$ cat src/spp_consts.svh
`ifndef SPP_CONSTS_SVH
`define SPP_CONSTS_SVH

// ----------------------------------------
// Register byte offsets
// ----------------------------------------
`define SPP_OFS_DIR 6'h00
`define SPP_OFS_LVL 6'h04
`define SPP_OFS_LAT 6'h08
`define SPP_OFS_ODC 6'h0C
`define SPP_OFS_ANS 6'h10
`define SPP_OFS_PUE 6'h14
`define SPP_OFS_PDE 6'h18
`define SPP_OFS_CNE 6'h1C
`define SPP_OFS_IRQ1 6'h20

// ----------------------------------------
// Field layout and reset values
// ----------------------------------------
`define SPP_IRQ1_LSB 8
`define SPP_IRQ1_MSB 14
`define SPP_SEL_VSS 7'h00
`define SPP_SEL_COMPARATOR_ONE_OUTPUT 7'h01
`define SPP_SEL_REMAPPABLE_INPUT_121 7'h79
`define SPP_DIR_RST 1'b1
`define SPP_CFG_RST 1'b0

`endif

$ cat src/spp_pkg.sv
package spp_pkg;
    // Pad-side drive of one pin
    typedef struct packed {
        logic dout;
        logic oe;
    } spp_pad_s;

    // Peripheral request on one pin
    typedef struct packed {
        logic en;
        logic active;
        logic dout;
        logic oe;
    } spp_periph_s;

    typedef enum logic {
        SPP_IDLE,
        SPP_DONE
    } spp_bus_e;
endpackage : spp_pkg

$ cat src/spp_pin_mux.sv
`timescale 1ns/10ps
`default_nettype none
`include "spp_consts.svh"
module spp_pin_mux
    import spp_pkg::*;
(
    input wire spp_periph_s periph,
    input wire logic input_only,
    input wire logic implemented,
    input wire logic dir_in,
    input wire logic latch,
    input wire logic open_drain,
    input wire logic pin_sync,
    output var spp_pad_s pad,
    output logic periph_in
);
    logic periph_owns;
    logic port_drives;

    // ----------------------------------------
    // Ownership of the output pair
    // ----------------------------------------
    // Input-only functions never claim the driver
    always_comb begin
        periph_owns = periph.en & periph.active & ~input_only & implemented;
        // Open drain drives only the low level
        port_drives = implemented & ~dir_in & ~(open_drain & latch);
        pad.dout = periph_owns ? periph.dout : (open_drain ? 1'b0 : latch);
        pad.oe = periph_owns ? periph.oe : port_drives;
        // Block loop-through: while the port drives the pin, the peripheral input reads low
        periph_in = (!periph_owns && port_drives) ? 1'b0 : pin_sync;
    end
endmodule : spp_pin_mux
`default_nettype wire

$ cat src/spp_irq1_sel.sv
`timescale 1ns/10ps
`default_nettype none
`include "spp_consts.svh"
module spp_irq1_sel
    import spp_pkg::*;
#(
    parameter int NSRC = 128
) (
    input wire logic clock,
    input wire logic srst,
    input wire logic [6:0] irq1_source_select,
    input wire logic comparator_one_output,
    input wire logic [NSRC-1:0] remappable_pin,
    output logic external_interrupt_one
);
    logic sel_r;
    logic sel_nxt;

    // The select field is 7 bits, so more than 128 sources cannot be reached
    if (NSRC < 2 || NSRC > 128) begin : g_bad_nsrc
        $error("spp_irq1_sel: NSRC out of range");
    end

    // ----------------------------------------
    // Source pick; codes past the vector read as low
    // ----------------------------------------
    always_comb begin
        if (irq1_source_select == `SPP_SEL_VSS) begin
            sel_nxt = 1'b0;
        end else if (irq1_source_select == `SPP_SEL_COMPARATOR_ONE_OUTPUT) begin
            sel_nxt = comparator_one_output;
        end else if (32'(irq1_source_select) < NSRC) begin
            sel_nxt = remappable_pin[irq1_source_select];
        end else begin
            sel_nxt = 1'b0;
        end
    end

    // Registered to keep the wide mux off the interrupt path
    always_ff @(posedge clock) begin
        if (srst) begin
            sel_r <= 1'b0;
        end else begin
            sel_r <= sel_nxt;
        end
    end

    assign external_interrupt_one = sel_r;
endmodule : spp_irq1_sel
`default_nettype wire

$ cat src/spp_port.sv
// Added by the designer: the register offsets and the Avalon-MM register port.
`timescale 1ns/10ps
`default_nettype none
`include "spp_consts.svh"
module spp_port
    import spp_pkg::*;
#(
    parameter int WIDTH = 16,
    parameter logic [WIDTH-1:0] IMPL_MASK = '1,
    parameter logic [WIDTH-1:0] INPUT_ONLY = '0,
    parameter int NSRC = 128
) (
    input wire logic clock,
    input wire logic srst,
    input wire logic [5:0] address,
    input wire logic read,
    input wire logic write,
    input wire logic [31:0] writedata,
    input wire logic [3:0] byteenable,
    output logic [31:0] readdata,
    output logic waitrequest,
    input wire spp_periph_s [WIDTH-1:0] periph,
    output logic [WIDTH-1:0] periph_in,
    input wire logic [WIDTH-1:0] pin_i,
    output logic [WIDTH-1:0] pin_o,
    output logic [WIDTH-1:0] pin_oe,
    output logic [WIDTH-1:0] pull_up_en,
    output logic [WIDTH-1:0] pull_down_en,
    input wire logic comparator_one_output,
    input wire logic [NSRC-1:0] remappable_pin,
    output logic external_interrupt_one
);
    // ----------------------------------------
    // Elaboration checks
    // ----------------------------------------
    // Registers are 16 bits wide, so a wider port cannot be served
    if (WIDTH < 1 || WIDTH > 16) begin : g_bad_width
        $error("spp_port: WIDTH must be 1..16");
    end

    // Byte-enable merge of a 16-bit register, used by every writable register except the interrupt one select
    function automatic logic [WIDTH-1:0] merge(input logic [WIDTH-1:0] old, input logic [31:0] wd,
                                               input logic [3:0] be);
        logic [15:0] o;
        o = 16'(old);
        if (be[0]) o[7:0] = wd[7:0];
        if (be[1]) o[15:8] = wd[15:8];
        return o[WIDTH-1:0] & IMPL_MASK;
    endfunction : merge

    // ----------------------------------------
    // Avalon slave handshake
    // ----------------------------------------
    // One wait cycle per access; the answer comes on the second edge
    spp_bus_e bus_r, bus_nxt;
    logic req;
    logic take;
    assign req = read | write;
    assign waitrequest = req & (bus_r == SPP_IDLE);
    assign take = req & ~waitrequest;

    always_comb begin
        case (bus_r)
            SPP_IDLE: bus_nxt = req ? SPP_DONE : SPP_IDLE;
            SPP_DONE: bus_nxt = SPP_IDLE;
            default: bus_nxt = SPP_IDLE;
        endcase
    end

    always_ff @(posedge clock) begin
        if (srst) begin
            bus_r <= SPP_IDLE;
        end else begin
            bus_r <= bus_nxt;
        end
    end

    // ----------------------------------------
    // Register file
    // ----------------------------------------
    logic [WIDTH-1:0] dir_r, dir_nxt, lat_r, lat_nxt, odc_r, odc_nxt, ans_r, ans_nxt;
    logic [WIDTH-1:0] pue_r, pue_nxt, pde_r, pde_nxt, cne_r, cne_nxt;
    logic [6:0] sel_r, sel_nxt;
    logic wr;
    assign wr = write & take;

    // Write decode; the level register's write lands in the latch
    always_comb begin
        dir_nxt = dir_r;
        lat_nxt = lat_r;
        odc_nxt = odc_r;
        ans_nxt = ans_r;
        pue_nxt = pue_r;
        pde_nxt = pde_r;
        cne_nxt = cne_r;
        sel_nxt = sel_r;
        if (wr) begin
            if (address == `SPP_OFS_DIR) begin
                dir_nxt = merge(dir_r, writedata, byteenable);
            end else if (address == `SPP_OFS_LVL) begin
                lat_nxt = merge(lat_r, writedata, byteenable);
            end else if (address == `SPP_OFS_LAT) begin
                lat_nxt = merge(lat_r, writedata, byteenable);
            end else if (address == `SPP_OFS_ODC) begin
                odc_nxt = merge(odc_r, writedata, byteenable);
            end else if (address == `SPP_OFS_ANS) begin
                ans_nxt = merge(ans_r, writedata, byteenable);
            end else if (address == `SPP_OFS_PUE) begin
                pue_nxt = merge(pue_r, writedata, byteenable);
            end else if (address == `SPP_OFS_PDE) begin
                pde_nxt = merge(pde_r, writedata, byteenable);
            end else if (address == `SPP_OFS_CNE) begin
                cne_nxt = merge(cne_r, writedata, byteenable);
            end else if (address == `SPP_OFS_IRQ1) begin
                if (byteenable[1]) sel_nxt = writedata[`SPP_IRQ1_MSB:`SPP_IRQ1_LSB];
            end
        end
    end

    // Direction resets to input on every pin that exists
    always_ff @(posedge clock) begin
        if (srst) begin
            dir_r <= {WIDTH{`SPP_DIR_RST}} & IMPL_MASK;
            lat_r <= {WIDTH{`SPP_CFG_RST}};
            odc_r <= {WIDTH{`SPP_CFG_RST}};
            ans_r <= {WIDTH{`SPP_CFG_RST}};
            pue_r <= {WIDTH{`SPP_CFG_RST}};
            pde_r <= {WIDTH{`SPP_CFG_RST}};
            cne_r <= {WIDTH{`SPP_CFG_RST}};
            sel_r <= `SPP_SEL_VSS;
        end else begin
            dir_r <= dir_nxt;
            lat_r <= lat_nxt;
            odc_r <= odc_nxt;
            ans_r <= ans_nxt;
            pue_r <= pue_nxt;
            pde_r <= pde_nxt;
            cne_r <= cne_nxt;
            sel_r <= sel_nxt;
        end
    end

    // ----------------------------------------
    // Pin input synchroniser
    // ----------------------------------------
    // Pads are asynchronous to the core; two flops before any reader
    logic [WIDTH-1:0] meta_r, sync_r, lvl_view;
    always_ff @(posedge clock) begin
        if (srst) begin
            meta_r <= '0;
            sync_r <= '0;
        end else begin
            meta_r <= pin_i;
            sync_r <= meta_r;
        end
    end
    // Analog pins read low digitally; missing pins always low
    assign lvl_view = sync_r & ~ans_r & IMPL_MASK;

    // ----------------------------------------
    // Read data
    // ----------------------------------------
    logic [31:0] rd_r, rd_nxt;
    always_comb begin
        rd_nxt = rd_r;
        if (read && waitrequest) begin
            if (address == `SPP_OFS_DIR) begin
                rd_nxt = 32'(dir_r);
            end else if (address == `SPP_OFS_LVL) begin
                rd_nxt = 32'(lvl_view);
            end else if (address == `SPP_OFS_LAT) begin
                rd_nxt = 32'(lat_r);
            end else if (address == `SPP_OFS_ODC) begin
                rd_nxt = 32'(odc_r);
            end else if (address == `SPP_OFS_ANS) begin
                rd_nxt = 32'(ans_r);
            end else if (address == `SPP_OFS_PUE) begin
                rd_nxt = 32'(pue_r);
            end else if (address == `SPP_OFS_PDE) begin
                rd_nxt = 32'(pde_r);
            end else if (address == `SPP_OFS_CNE) begin
                rd_nxt = 32'(cne_r);
            end else if (address == `SPP_OFS_IRQ1) begin
                rd_nxt = {17'h00000, sel_r, 8'h00};
            end else begin
                rd_nxt = 32'h00000000;
            end
        end
    end

    always_ff @(posedge clock) begin
        if (srst) begin
            rd_r <= 32'h00000000;
        end else begin
            rd_r <= rd_nxt;
        end
    end
    assign readdata = rd_r;

    // ----------------------------------------
    // Per-pin output muxes
    // ----------------------------------------
    spp_pad_s [WIDTH-1:0] pad;
    for (genvar i = 0; i < WIDTH; i++) begin : g_pin
        spp_pin_mux u_mux (
            .periph(periph[i]),
            .input_only(INPUT_ONLY[i]),
            .implemented(IMPL_MASK[i]),
            .dir_in(dir_r[i]),
            .latch(lat_r[i]),
            .open_drain(odc_r[i]),
            .pin_sync(lvl_view[i]),
            .pad(pad[i]),
            .periph_in(periph_in[i])
        );
        assign pin_o[i] = pad[i].dout;
        assign pin_oe[i] = pad[i].oe;
    end
    assign pull_up_en = pue_r;
    assign pull_down_en = pde_r;

    // ----------------------------------------
    // Interrupt one source select
    // ----------------------------------------
    spp_irq1_sel #(.NSRC(NSRC)) u_irq1 (
        .clock(clock),
        .srst(srst),
        .irq1_source_select(sel_r),
        .comparator_one_output(comparator_one_output),
        .remappable_pin(remappable_pin),
        .external_interrupt_one(external_interrupt_one)
    );
endmodule : spp_port
`default_nettype wire

$ cat config.mk
export PLATFORM = sky130hd
export DESIGN_NAME = spp_port
export DESIGN_NICKNAME = d
export VERILOG_FILES = /design/src/spp_pkg.sv /design/src/spp_pin_mux.sv /design/src/spp_irq1_sel.sv /design/src/spp_port.sv
export VERILOG_INCLUDE_DIRS = /design/src
export SDC_FILE = /design/constraint.sdc
export NUM_CORES = 1
export LEC_CHECK = 0
export BUFFER_PORTS_ARGS = -buffer_cell sky130_fd_sc_hd__buf_2
export CORE_AREA = 2 2 142 144
export CTS_BUF_LIST = sky130_fd_sc_hd__clkbuf_4
export DETAILED_ROUTE_END_ITERATION = 12
export DIE_AREA = 0 0 144 146
export PLACE_DENSITY = 0.82
export SYNTH_ARGS = -nofsm -noshare
export SYNTH_HDL_FRONTEND = slang
export SYNTH_HIERARCHICAL = 1
export SYNTH_SLANG_ARGS = --single-unit
$ cat constraint.sdc
create_clock -name clock -period 2.4 [get_ports clock]
set_input_delay 0.48 -clock clock [delete_from_list [all_inputs] [get_ports clock]]
set_output_delay 0.48 -clock clock [all_outputs]
set_load 0.005 [all_outputs]
==> impl_metrics.py <==
metrics = {
    "worst_setup_path": {
        "reg2reg_depth": 6,
        "max_stage_delay_ns": 0.55,
        "r2r_end": "u_irq1/external_interrupt_one",
        "crit_slowest_cell": "mux4_1",
        "start_kind": "flip-flop",
        "cp.required_ns": 2.90,
        "crit_path_end_kind": "flip-flop",
        "path_cells": "buf_4 > mux4_1 > mux2_2 > a41o_1 > o21ai_0 > nand4b_1",
        "path_buf_inv": 1,
        "crit_path_max_fanout": 8,
        "cpLargestDelayFamily": "multiplexers",
        "crit_arrival_ns": 2.75,
        "r2r-start": "sel_r[0]",
        "reg2reg_slack_ns": 0.15,
        "critPathLaunch": "sel_r[0]",
        "crit_type": "reg -> reg",
    },
    "global_route": {
        "grt_max_degree": 82,
        "grt_pass1_wl_um": 46600,
        "grt_pass1_vias": 8830,
        "antenna_found_initial": 4,
        "overflow": 0,
        "grt_usage_pct": 28.4,
    },
    "final_layout": {
        "finalNetCount": 1689,
        "fillers": 1637,
        "fin_area_um2": 12300,
        "fin_util_pct": 63.5,
        "finalNonFillerCells": 1716,
        "drive_gt1_share_pct": 32.8,
        "syn2layout_area_growth_pct": 24.0,
    },
    "sta": {
        "holdWs_ns": 0.0822,
        "drv_slew": 0,
        "skew_ns": 0.0198,
        "worstMarginPinSlew_ns": 0.820,
        "hold_viol": 0,
        "period_share_pct": 93.9,
        "slew_headroom_pct": 45.3,
        "worst_slack_ns": 0.146,
        "rsz0062_at_grt": "false",
        "period_needed_ns": 2.25,
        "fin_setup_tns_ns": 0,
        "max_freq_ghz": 0.444,
        "setup_viol": 0,
    },
    "synth": {
        "post-synth-top-count-cell": "dfxtp_1",
        "ys_ff_latch": 169,
        "yosysTopAreaCell": "dfxtp_1",
        "synthSimpleGateAreaFrac_pct": 25.7,
        "synthFlopType": "dfxtp_1",
        "synth_cell_types": 70,
        "synthAdderAreaFrac_pct": 0,
        "synth_cells": 1060,
        "synth_xor_area_share_pct": 0,
        "synth_compound_gate_area_share_pct": 12.6,
        "synth.area.mux_share_pct": 21.0,
        "ys_warn_count": 6,
        "postSynthAreaPerCell_um2": 9.34,
        "synth_top_family_by_area": "simple AND/OR/NAND/NOR gates",
        "synth_area_um2": 9900,
        "synth-async-reset-ratio_pct": 0,
        "ys_seq_area_share_pct": 34.2,
        "synthTopCellsByArea": "dfxtp_1 34%, mux2i_1 12%, nand2_1 4.0%, mux4_1 4.0%, mux4_2 3.9%",
        "synth_top_area_share_pct": 34.2,
        "yosys-top-cells-count": "169 x dfxtp_1, 119 x mux2i_1, 106 x nand2_1",
        "synth_edf_count": 0,
    },
    "floorplanning": {
        "die_x_um": 144,
        "rows": 51,
        "die_area_um2": 21000,
        "initial_utilization_pct": 51.2,
        "coreArea_um2": 19300,
        "die_h_um": 146,
        "io-pin-count": 369,
    },
    "detailed_routing": {
        "drt_pass1_iterations": 6,
        "vias_per_cell": 5.48,
        "wirelength_um": 31000,
        "antenna_left": 0,
        "post-route-drc-count": 0,
        "drt_iter0_drc": 798,
        "wl_per_cell_um": 18.1,
        "vias": 9406,
    },
    "job": {
        "maxCapViolations": 0,
    },
    "worst_hold_path": {
        "min_path_cells": 2,
        "hold_path.class": "in -> reg",
        "holdCritStartpoint": "pin_i[9]",
        "worstHoldEndpoint": "meta_r[9]",
    },
    "pwr": {
        "p_leak_nw": 5.54,
        "power.total_mw": 5.25,
        "power_frac_seq_pct": 54.4,
        "pwr_density_cell_nw_per_um2": 427,
        "p_sw_mw": 1.45,
        "swShare_pct": 27.6,
        "max-vdd-ir-drop_mv": 0.288,
        "clkPwrFrac_pct": 31.6,
        "p_int_mw": 3.80,
        "comb_power_share_pct": 14.0,
    },
    "placement": {
        "dpl-instance-area_um2": 12000,
        "port_buffers": 334,
        "finalWeightedCongestion": 0.858,
        "dpl.cell_count": 1680,
        "hpwl_um": 23600,
        "place_worst_setup_slack_ns": 0.194,
    },
    "clock_tree": {
        "h-tree-depth": 4,
        "cts_resized": 0,
        "root_buffer": "clkbuf_4",
        "cts.sinks": 169,
        "cts_buffer_depth": 2,
        "cts_tree": "yes",
        "clk_pin_slew_worst_paths_ns": 0.15,
        "cts_hold_buf": 0,
        "numCtsBuffers": 17,
        "post_cts_buffers": 0,
        "insertion_delay_ns": 0.60,
    },
    "outcome": {
        "outcome": "completed",
    },
}
## per-layer routing
layer,vias up,routed length [um],GRT usage (%)
met4,0,881,9.36
met2,454,15000,48.2
met5,-,0,0
met1,4412,12300,34.9
met3,63,2880,7.21
li1,4477,-,-
## final cells by class
class / instances / area, um^2 / share of cell area, %
well taps: 265 / 332 / 2.70
multi-input cells: 830 / 6110 / 49.8
clock buffers: 17 / 128 / 1.04
flip-flops and latches: 169 / 3380 / 27.6
diodes: 4 / 10.0 / 0.0815
clock inverters: 15 / 149 / 1.21
inverters: 39 / 146 / 1.19
repair buffers: 377 / 2020 / 16.5
## power groups by stage
stage / Combinational [mW] / Clock, mW / Sequential (mW)
after floorplan: 0.384 / 0 / 2.91
after global placement: 0.708 / 0 / 2.91
after detailed placement: 0.722 / 0 / 2.92
after CTS: 0.725 / 1.68 / 2.85
after global routing: 0.795 / 1.79 / 2.86
final: 0.733 / 1.66 / 2.85
## worst max path at each step
stage / end / slack (ns) / cells after the start
floorplan: u_irq1/external_interrupt_one / 0.50 / 7
finish: u_irq1/external_interrupt_one / 0.15 / 6
detailed placement: u_irq1/external_interrupt_one / 0.19 / 6
global placement: u_irq1/external_interrupt_one / 0.22 / 7
global route: u_irq1/external_interrupt_one / 0.1 / 7
CTS: u_irq1/external_interrupt_one / 0.19 / 6
## cells by family after synthesis
family | count (synthesis)
and+or+nand+nor | 414
buffers and inverters | 123
AOI/OAI and AO/OA | 191
DFF | 169
other | 2
muxes | 161
## state kept, by name (all words and copies together), names as in the netlist, 16 cells and up
signal	count
dir_r	16
sync_r	16
odc_r	16
ans_r	16
cne_r	16
lat_r	16
pull_down_en	16
readdata	16
pull_up_en	16
meta_r	16
## cell usage in the layout, fill, tap and decap left out, types with 5 or more instances in the layout
master    instances
a21oi_1          36
a221oi_1          8
a22o_1            7
a22oi_1          18
a31oi_1           9
and2_1           18
buf_2           333
buf_4            42
clkbuf_4         17
clkinv_2          5
conb_1           64
dfxtp_1         168
inv_1            39
mux2_2           10
mux2i_1         119
mux4_1           15
mux4_2           17
nand2_1         106
nand2b_1         17
nand3_1          25
nand3b_1         33
nand4b_1         17
nand4b_4         16
nor2_1           92
nor2b_1          57
nor3_1            6
o21ai_0          69
o21ai_1          10
o32ai_1           5
No activity file was read; power rests on OpenSTA's default activity.
